[config.mk]
export PLATFORM = sky130hd
export DESIGN_NAME = rcb_sequencer
export DESIGN_NICKNAME = d
export VERILOG_FILES = /design/src/verilog/rcb_pkg.sv /design/src/verilog/rcb_sequencer.sv
export VERILOG_INCLUDE_DIRS = /design/src /design/src/verilog
export SDC_FILE = /design/constraint.sdc
export NUM_CORES = 1
export LEC_CHECK = 0
export BUFFER_PORTS_ARGS = -buffer_cell sky130_fd_sc_hd__buf_2
export CAP_MARGIN = 10
export CORE_MARGIN = 2
export CORE_UTILIZATION = 48
export CTS_CLUSTER_SIZE = 24
export DETAILED_ROUTE_END_ITERATION = 6
export PLACE_DENSITY = 0.8
export SLEW_MARGIN = 0
export SYNTH_ARGS = -nofsm -noshare
export SYNTH_HDL_FRONTEND = slang
export SYNTH_SLANG_ARGS = --single-unit
[constraint.sdc]
create_clock -name CLK -period 2.1 [get_ports CLK]
set_input_delay 0.21 -clock CLK [delete_from_list [all_inputs] [get_ports CLK]]
set_output_delay 0.21 -clock CLK [all_outputs]
set_load 0.01 [all_outputs]
[src/verilog/rcb_cfg.svh]
// register offsets, field positions, reset values and counts of the sequencer
// assumes inclusion by bare name from the package and the top module
`ifndef RCB_CFG_SVH
`define RCB_CFG_SVH

// register byte offsets on the apb bus
`define RCB_OFS_PLL_CTRL   12'h000
`define RCB_OFS_SW_RESET   12'h004
`define RCB_OFS_STATUS     12'h008
`define RCB_OFS_BOOT_VEC   12'h00c

// pll control register fields
`define RCB_PLL_MULT_LSB   0
`define RCB_PLL_MULT_MSB   6
`define RCB_PLL_DIV_BIT    7
`define RCB_PLL_HALF_BIT   8
`define RCB_PLL_BYP_BIT    9
`define RCB_PLL_PDALL_BIT  10

// software reset register: writing one here restarts the core
`define RCB_SWRST_BIT      0

// status register fields
`define RCB_ST_MODE_LSB    0
`define RCB_ST_MODE_MSB    2
`define RCB_ST_LEGAL_BIT   3
`define RCB_ST_PLLRUN_BIT  4
`define RCB_ST_PDALL_BIT   5
`define RCB_ST_WAKE_BIT    6
`define RCB_ST_BUSW_BIT    7
`define RCB_ST_RUN_BIT     8

// reset values
`define RCB_PLL_MULT_RST   7'h00
`define RCB_PLL_DIV_RST    1'b0
`define RCB_PLL_HALF_RST   1'b1
`define RCB_BOOT_VECTOR    24'hff0000

// timing counts, in core cycles
`define RCB_PLL_RESTABLE_CYC 500
`define RCB_POR_HOLD_CYC     512

`endif

[src/verilog/rcb_pkg.sv]
// types shared by the reset, clock and boot sequencer
// assumes rcb_cfg.svh is on the include path
`include "rcb_cfg.svh"

package rcb_pkg;

  // sequencer states
  typedef enum logic [2:0] {
    RCB_HOLD,
    RCB_SWRST,
    RCB_BUSWAIT,
    RCB_BOOT,
    RCB_RUN,
    RCB_PDALL,
    RCB_WAKE
  } rcb_state_type;

  // boot-select strap codes
  typedef enum logic [2:0] {
    RCB_BM_RSV0,
    RCB_BM_EXT8_BOOT,
    RCB_BM_EXT8_EXEC,
    RCB_BM_EXT16_EXEC,
    RCB_BM_SPI_SMALL,
    RCB_BM_SPI_LARGE,
    RCB_BM_RSV6,
    RCB_BM_RSV7
  } rcb_boot_mode_type;

  // pll control register contents
  typedef struct packed {
    logic       pd_all_sel;
    logic       bypass;
    logic       ratio_half;
    logic       input_divide_flag;
    logic [6:0] pll_multiplier_select;
  } rcb_pll_ctrl_type;

  // apb request as seen by the slave
  typedef struct packed {
    logic        psel;
    logic        penable;
    logic        pwrite;
    logic [11:0] paddr;
    logic [31:0] pwdata;
  } rcb_apb_req_type;

  // clock and reset outputs toward the rest of the chip
  typedef struct packed {
    logic core_clk_en;
    logic periph_clk_en;
    logic clock_output_pin;
    logic pll_run;
    logic pbus_halt;
    logic pipe_flush;
    logic master_rst;
    logic boot_nmi;
  } rcb_ctl_out_type;

endpackage

[src/verilog/rcb_sequencer.sv]
// reset, clock and boot sequencer: apb slave, power-down-all, pll setup, boot vectoring
// assumes one 200 mhz clock, synchronous straps and an external analog pll and por sensor
// Notes on behaviour
// power-down-all stops core, peripheral clock and pll, flushes pipe, halts bus.
// interrupt in power-down-all waits 500 cycles for pll before core resumes.
// seven-bit multiplier select gives 128 input-to-core clock ratios.
// reset factor from bypass pin, multiplier field and divide flag; software may change.
// software sets divide flag above 100 mhz input, clears it below.
// peripheral clock drives the clock output pin and all peripherals; the pin here toggles per tick, at half the peripheral rate.
// peripheral clock is core clock or half of it, by ratio select bit.
// software keeps core at most 160 mhz and peripheral at most 80 mhz.
// reset input low gives complete hardware reset of the whole device.
// internal power-on reset output asserted at power-up and on supply drop.
// reset source holds reset 512 cycles after oscillator start for pll lock.
// master reset empties stacks, masks interrupts, restores register defaults.
// after release with no bus request pending, jump to boot rom at 0xff0000.
// hardware and software reset both raise the nonmaskable boot interrupt.
// execution always starts at boot rom address whatever the boot pins.
// boot-select pins sampled at hardware reset, three-bit mode held for rom.
// codes 1,2,3 are external 8-bit boot, 8-bit and 16-bit execute.
// codes 4,5 are small and large spi boot; 0,6,7 reserved.
// software reset keeps the previously sampled boot mode.
`include "rcb_cfg.svh"

module rcb_sequencer
  import rcb_pkg::*;
#(
  parameter int RESTABLE_CYC = `RCB_PLL_RESTABLE_CYC,
  parameter int POR_HOLD_CYC = `RCB_POR_HOLD_CYC
) (
  input  wire logic        CLK,
  input  wire logic        RST_N,
  // apb slave
  input  wire logic        PSEL,
  input  wire logic        PENABLE,
  input  wire logic        PWRITE,
  input  wire logic [11:0] PADDR,
  input  wire logic [31:0] PWDATA,
  output      logic [31:0] PRDATA,
  output      logic        PREADY,
  output      logic        PSLVERR,
  // straps and board signals
  input  wire logic        BYPASS_PIN,
  input  wire logic        BOOT_SELECT_BIT2,
  input  wire logic        BOOT_SELECT_BIT1,
  input  wire logic        BOOT_SELECT_BIT0,
  input  wire logic        SUPPLY_OK,
  output      logic        POR_N,
  // core handshakes
  input  wire logic        IDLE_REQ,
  input  wire logic        WAKE_IRQ,
  input  wire logic        BUS_REQ,
  // clock, reset and boot outputs
  output      logic        CORE_CLK_EN,
  output      logic        PERIPH_CLK_EN,
  output      logic        CLOCK_OUTPUT_PIN,
  output      logic        PLL_RUN,
  output      logic [6:0]  PLL_MULT,
  output      logic        PLL_DIVIDE,
  output      logic        PLL_BYPASS,
  output      logic        PBUS_HALT,
  output      logic        PIPE_FLUSH,
  output      logic        MASTER_RST,
  output      logic        BOOT_NMI,
  output      logic [23:0] BOOT_VECTOR,
  output      logic [2:0]  BOOT_MODE
);

  localparam logic [9:0] RESTABLE_LAST = 10'(RESTABLE_CYC - 1);
  localparam logic [9:0] POR_LAST      = 10'(POR_HOLD_CYC - 1);

  // the whole state of the block
  typedef struct packed {
    rcb_state_type     state;
    rcb_pll_ctrl_type  pll;
    rcb_boot_mode_type boot_mode;
    logic              straps_taken;
    logic [9:0]        wake_cnt;
    logic [9:0]        por_cnt;
    logic              por_n;
    logic              phase;
    rcb_ctl_out_type   ctl;
    logic [31:0]       prdata;
    logic              pslverr;
  } rcb_seq_type;

  localparam rcb_pll_ctrl_type PLL_RST = '{
    pd_all_sel:            1'b0,
    bypass:                1'b0,
    ratio_half:            `RCB_PLL_HALF_RST,
    input_divide_flag:     `RCB_PLL_DIV_RST,
    pll_multiplier_select: `RCB_PLL_MULT_RST
  };

  // hardware reset holds every output in its quiet state, pll running
  localparam rcb_ctl_out_type CTL_RST = '{
    core_clk_en:      1'b0,
    periph_clk_en:    1'b0,
    clock_output_pin: 1'b0,
    pll_run:          1'b1,
    pbus_halt:        1'b1,
    pipe_flush:       1'b1,
    master_rst:       1'b1,
    boot_nmi:         1'b0
  };

  rcb_seq_type     seq_r;
  rcb_seq_type     seq_nxt;
  rcb_apb_req_type req;
  logic            apb_setup;
  logic            apb_write;
  logic            addr_hit;
  logic            sw_reset_req;
  logic            core_on;
  logic [31:0]     rd_word;

  assign req = '{psel: PSEL, penable: PENABLE, pwrite: PWRITE, paddr: PADDR, pwdata: PWDATA};

  // apb decode; the slave never inserts wait states
  assign apb_setup = req.psel & ~req.penable;
  assign apb_write = req.psel & req.penable & req.pwrite;
  assign addr_hit  = (req.paddr == `RCB_OFS_PLL_CTRL) | (req.paddr == `RCB_OFS_SW_RESET) |
                     (req.paddr == `RCB_OFS_STATUS)   | (req.paddr == `RCB_OFS_BOOT_VEC);
  assign sw_reset_req = apb_write & (req.paddr == `RCB_OFS_SW_RESET) &
                        req.pwdata[`RCB_SWRST_BIT];

  // read multiplexer, sampled in the setup phase so data is a flop in the access phase
  always_comb begin
    rd_word = 32'h0;
    if (req.paddr == `RCB_OFS_PLL_CTRL) begin
      rd_word[`RCB_PLL_MULT_MSB:`RCB_PLL_MULT_LSB] = seq_r.pll.pll_multiplier_select;
      rd_word[`RCB_PLL_DIV_BIT]   = seq_r.pll.input_divide_flag;
      rd_word[`RCB_PLL_HALF_BIT]  = seq_r.pll.ratio_half;
      rd_word[`RCB_PLL_BYP_BIT]   = seq_r.pll.bypass;
      rd_word[`RCB_PLL_PDALL_BIT] = seq_r.pll.pd_all_sel;
    end else if (req.paddr == `RCB_OFS_STATUS) begin
      rd_word[`RCB_ST_MODE_MSB:`RCB_ST_MODE_LSB] = seq_r.boot_mode;
      rd_word[`RCB_ST_LEGAL_BIT]  = (seq_r.boot_mode != RCB_BM_RSV0) &&
                                    (seq_r.boot_mode != RCB_BM_RSV6) &&
                                    (seq_r.boot_mode != RCB_BM_RSV7);
      rd_word[`RCB_ST_PLLRUN_BIT] = seq_r.ctl.pll_run;
      rd_word[`RCB_ST_PDALL_BIT]  = (seq_r.state == RCB_PDALL);
      rd_word[`RCB_ST_WAKE_BIT]   = (seq_r.state == RCB_WAKE);
      rd_word[`RCB_ST_BUSW_BIT]   = (seq_r.state == RCB_BUSWAIT);
      rd_word[`RCB_ST_RUN_BIT]    = (seq_r.state == RCB_RUN);
    end else if (req.paddr == `RCB_OFS_BOOT_VEC) begin
      rd_word[23:0] = `RCB_BOOT_VECTOR;
    end
  end

  // next state of the whole block
  always_comb begin
    seq_nxt = seq_r;
    seq_nxt.ctl.boot_nmi   = 1'b0;
    seq_nxt.ctl.pipe_flush = 1'b0;

    // apb read data and error, both taken in the setup phase
    if (apb_setup) begin
      seq_nxt.prdata  = rd_word;
      seq_nxt.pslverr = ~addr_hit;
    end

    // run-time change of the pll setup by software
    if (apb_write && (req.paddr == `RCB_OFS_PLL_CTRL)) begin
      seq_nxt.pll.pll_multiplier_select =
        req.pwdata[`RCB_PLL_MULT_MSB:`RCB_PLL_MULT_LSB];
      seq_nxt.pll.input_divide_flag = req.pwdata[`RCB_PLL_DIV_BIT];
      seq_nxt.pll.ratio_half        = req.pwdata[`RCB_PLL_HALF_BIT];
      seq_nxt.pll.bypass            = req.pwdata[`RCB_PLL_BYP_BIT];
      seq_nxt.pll.pd_all_sel        = req.pwdata[`RCB_PLL_PDALL_BIT];
    end

    // sequencer
    unique case (seq_r.state)
      RCB_HOLD: begin
        // straps are caught on the first edge after release, never under reset
        if (!seq_r.straps_taken) begin
          seq_nxt.boot_mode    = rcb_boot_mode_type'({BOOT_SELECT_BIT2, BOOT_SELECT_BIT1,
                                                      BOOT_SELECT_BIT0});
          seq_nxt.pll.bypass   = BYPASS_PIN;
          seq_nxt.straps_taken = 1'b1;
        end
        seq_nxt.state = RCB_BUSWAIT;
      end
      RCB_SWRST: begin
        // boot mode deliberately untouched here
        seq_nxt.state = RCB_BUSWAIT;
      end
      RCB_BUSWAIT: begin
        // a pending external bus request delays the jump to the boot rom
        if (!BUS_REQ) begin
          seq_nxt.state          = RCB_BOOT;
          seq_nxt.ctl.boot_nmi   = 1'b1;
          seq_nxt.ctl.master_rst = 1'b0;
          seq_nxt.ctl.pbus_halt  = 1'b0;
        end
      end
      RCB_BOOT: begin
        seq_nxt.state = RCB_RUN;
      end
      RCB_RUN: begin
        if (IDLE_REQ && seq_r.pll.pd_all_sel) begin
          seq_nxt.state          = RCB_PDALL;
          seq_nxt.ctl.pll_run    = 1'b0;
          seq_nxt.ctl.pbus_halt  = 1'b1;
          seq_nxt.ctl.pipe_flush = 1'b1;
        end
      end
      RCB_PDALL: begin
        if (WAKE_IRQ) begin
          seq_nxt.state       = RCB_WAKE;
          seq_nxt.ctl.pll_run = 1'b1;
          seq_nxt.wake_cnt    = 10'h000;
        end
      end
      RCB_WAKE: begin
        // pll restart time: core stays stopped until the count is done
        if (seq_r.wake_cnt == RESTABLE_LAST) begin
          seq_nxt.state         = RCB_RUN;
          seq_nxt.ctl.pbus_halt = 1'b0;
        end else begin
          seq_nxt.wake_cnt = seq_r.wake_cnt + 10'h001;
        end
      end
    endcase

    // software reset wins over anything else the core was doing
    if (sw_reset_req) begin
      seq_nxt.state          = RCB_SWRST;
      seq_nxt.ctl.master_rst = 1'b1;
      seq_nxt.ctl.pbus_halt  = 1'b1;
      seq_nxt.ctl.pipe_flush = 1'b1;
      seq_nxt.ctl.pll_run    = 1'b1;
    end

    // clock enables: core and peripheral ticks follow the next state
    core_on = (seq_nxt.state == RCB_BOOT) || (seq_nxt.state == RCB_RUN);
    seq_nxt.ctl.core_clk_en = core_on;
    seq_nxt.phase = core_on ? ~seq_r.phase : 1'b0;
    seq_nxt.ctl.periph_clk_en = core_on & (~seq_r.pll.ratio_half | seq_r.phase);
    // pin toggles per peripheral tick: it shows half the peripheral rate,
    // the cost of keeping one clock domain and no gated clock
    if (seq_nxt.ctl.periph_clk_en) begin
      seq_nxt.ctl.clock_output_pin = ~seq_r.ctl.clock_output_pin;
    end

    // hardware reset: every field but por_cnt and por_n back to default, straps to be caught again
    if (!RST_N) begin
      seq_nxt.state        = RCB_HOLD;
      seq_nxt.pll          = PLL_RST;
      seq_nxt.boot_mode    = RCB_BM_RSV0;
      seq_nxt.straps_taken = 1'b0;
      seq_nxt.wake_cnt     = 10'h000;
      seq_nxt.phase        = 1'b0;
      seq_nxt.ctl          = CTL_RST;
      seq_nxt.prdata       = 32'h0;
      seq_nxt.pslverr      = 1'b0;
    end

    // power-on reset generator is fed by the supply sensor, not by the reset pin,
    // so that looping its output back onto the reset pin cannot lock it up
    if (!SUPPLY_OK) begin
      seq_nxt.por_cnt = 10'h000;
      seq_nxt.por_n   = 1'b0;
    end else if (seq_r.por_cnt != POR_LAST) begin
      seq_nxt.por_cnt = seq_r.por_cnt + 10'h001;
      seq_nxt.por_n   = 1'b0;
    end else begin
      seq_nxt.por_n = 1'b1;
    end
  end

  // single state register; the synchronous reset is folded into the next value
  always_ff @(posedge CLK) begin
    seq_r <= seq_nxt;
  end

  // ports
  assign PRDATA           = seq_r.prdata;
  assign PREADY           = 1'b1;
  assign PSLVERR          = seq_r.pslverr & PSEL & PENABLE;
  assign POR_N            = seq_r.por_n;
  assign CORE_CLK_EN      = seq_r.ctl.core_clk_en;
  assign PERIPH_CLK_EN    = seq_r.ctl.periph_clk_en;
  assign CLOCK_OUTPUT_PIN = seq_r.ctl.clock_output_pin;
  assign PLL_RUN          = seq_r.ctl.pll_run;
  assign PLL_MULT         = seq_r.pll.pll_multiplier_select;
  assign PLL_DIVIDE       = seq_r.pll.input_divide_flag;
  assign PLL_BYPASS       = seq_r.pll.bypass;
  assign PBUS_HALT        = seq_r.ctl.pbus_halt;
  assign PIPE_FLUSH       = seq_r.ctl.pipe_flush;
  assign MASTER_RST       = seq_r.ctl.master_rst;
  assign BOOT_NMI         = seq_r.ctl.boot_nmi;
  assign BOOT_VECTOR      = `RCB_BOOT_VECTOR;
  assign BOOT_MODE        = seq_r.boot_mode;

endmodule

==> run metrics <==
first-pass GRT wire length=10.3 mm; postcts setup bufs=0; Synth top cells by count=buf_4, dfxtp_1, nand2_1; row cnt=30; Fmax=538 MHz; Final #Nets=489; top routing layer in use=met5; Max Cap Viol=0; layout cell share with drive strength beyond 1=24.4%; CTS root buffer=clkbuf_8; crit path DAT=2.07 ns; worst hold slack=~0.092 ns; #FFs+latches synth=~60; die area=0.00751 mm²; Async SR Flop Fraction=0%; final hold viol count=0; Avg WL per Cell=between 10 and 15 µm; power per standard cell area=670 mW/mm²; post-DR vias/cell=4.98; vias in the first global route=2267; met3 routed WL=398 µm; DR pass1 iterations=4; DP HPWL=4.94 mm; final setup TNS=0 ns; yosys warns=0; initial antenna violation count=1; Die W=86.7 µm; Num CTS Buffers=9; Post-Route WL=6.64 mm; Core Box Area=0.00672 mm²; top-count cell post-synth=buf_4; cell taking the most area after synthesis=dfxtp_1; clock sinks=61; Finish-stage setup viols=0; H-tree depth=3; hold crit path type=primary input to register; Worst setup SP type=register; period utilization=about nine tenths; Post-Syn Instances=383; vias after detailed routing=2560; top post-synthesis cells by area=dfxtp_1, buf_4, nand2_1, mux2i_1, o21ai_0; clock tree buffer depth=2; largest net degree at the start of global routing=19; worst-skew pair later-pin latency=0.33 ns; fin. max-slew vios=0; Yosys cell types=52; Avg Inst Size Synth=8.57 µm²; min cycle time layout=1.86 ns; Setup crit end kind=register; DRT met1 WL=2.91 mm; hold_buf cts=0; Worst Skew=0.00443 ns; status=finished, final reports clean; Starting Density=48.8%; Antenna Nets Post-Route=0; register area=0.00122 mm²; GRT Overall Usage=17.7%; number of top-level pins=136; multi-input combinational cell area=0.00161 mm²; Post-synth EDFFs=0; TritonCTS clock tree=done; worst endpoint required time=between 2 and 2.5 ns; Pleak=1.59 nW; Synth Flop Type=dfxtp_1; Post-Syn Area=0.00328 mm²; GP Congestion=0.846; share of the yosys chip area belonging to registers=37.2%; Filler Cell Count=642; iteration-0 DRC count of the detailed router=83; Residual DRC=0; largest fanout on the critical path=6; RSZ-0062 raised after global routing=false; CTS resizes=0; Inserted Diodes=0; Clock transition at path regs=~0.060 ns; post-synth top area share=between 30 and 40%; critical path type=register to register; Area Overhead vs Synth=8.16%; Slew @ Worst Pin=~0.56 ns; Slew Limit Headroom=62.5%; chip height=86.7 µm; grt ovf=0; VDD IR-drop max=0.000260 V; met2 WL post-DR=3.22 mm; I/O Buffers=76
==> flip-flops by register name (all words and copies together), names as in the netlist, 3 cells and up <==
| register | count |
|---|---|
| PLL_MULT | 7 |
| seq_r | 28 |
| PRDATA | 12 |
| BOOT_MODE | 3 |
==> layout make-up <==
type                    count  share of cell area (%)
flip-flops and latches     61                    34.4
repair buffers             81                    11.8
well taps                  80                    2.82
clock inverters             1                   0.141
multi-input cells         272                    45.5
inverters                   5                   0.529
clock buffers              14                    4.86
==> layer usage <==
metal,vias to the layer above,track usage (%)
li1,1289,-
met1,1179,20.9
met2,81,29.2
met3,9,5.52
met4,2,8.10
met5,-,0
==> metrics by stage <==
step / std cells / power [mW] / worst slack, ns / utilization [%] / instance area, µm²
2_1_floorplan: 419 / 1.43 / 0.438 / - / 3420
3_3_place_gp: 499 / 1.45 / 0.274 / 50.2 / 3370
3_5_place_dp: 499 / 1.46 / 0.211 / 50.2 / 3370
4_1_cts: 514 / 2.40 / 0.260 / 52.8 / 3550
5_1_grt: 514 / 2.48 / 0.158 / 52.8 / 3550
6_report: 514 / 2.38 / 0.240 / 52.8 / 3550
==> cell families (layout without fill, tap and decap cells) <==
| kind of cell | after synthesis | after routing | share of synthesized area [%] |
|---|---|---|---|
| buffers and inverters | 86 | 101 | 17.7 |
| AOI/OAI and AO/OA | 59 | 59 | 12.2 |
| muxes | 14 | 14 | 4.27 |
| adders and majority gates | 2 | 2 | 0.762 |
| DFF | 61 | 61 | 37.2 |
| xor gates and xnor gates | 11 | 11 | 2.94 |
| and+or+nand+nor | 148 | 148 | 24.7 |
| other | 2 | 38 | 0.229 |
==> worst max-delay path, cell delays in order (launching register included) <==
cell and delay [ns]:
dfxtp_1 0.39, ha_1 0.21, nor4b_2 0.32, nand3_1 0.19
a31oi_2 0.35, mux2i_1 0.22, nor2_1 0.05
==> final timing paths <==
kind                  start   endpoint  slack, ns  cells past startpoint
hold / removal    PWDATA[8]  seq_r[75]       0.09                      3
setup reg to reg  seq_r[53]  seq_r[54]       0.24                      6
setup / recovery  seq_r[53]  seq_r[54]       0.24                      6
hold reg to reg   seq_r[41]  seq_r[41]       0.40                      1
==> power by group <==
group / total, mW / internal, mW / switching, mW
registers: 1.21 / 1.18 / 0.0298
logic: 0.222 / 0.0899 / 0.132
clock network: 0.943 / 0.518 / 0.425
total: 2.38 / 1.79 / 0.587
==> cell usage in the layout, fill, tap and decap left out, types with 3 or more instances in the layout <==
cell type,Yosys,final
buf_2,3,76
dfxtp_1,61,61
nand2_1,51,51
conb_1,2,38
nor2_1,21,21
o21ai_0,17,17
mux2i_1,14,14
a21oi_1,12,12
and2_1,12,12
clkbuf_8,0,12
a21boi_1,11,11
nor2b_1,10,10
nand2b_1,9,9
nand3_1,8,8
nand4_1,6,6
xor2_1,6,6
and3_1,5,5
inv_1,5,5
or3_1,5,5
xnor2_1,5,5
nor3_1,5,5
buf_4,68,5
nor4_2,3,3
Note: power is estimated with default switching activity, not from simulation.
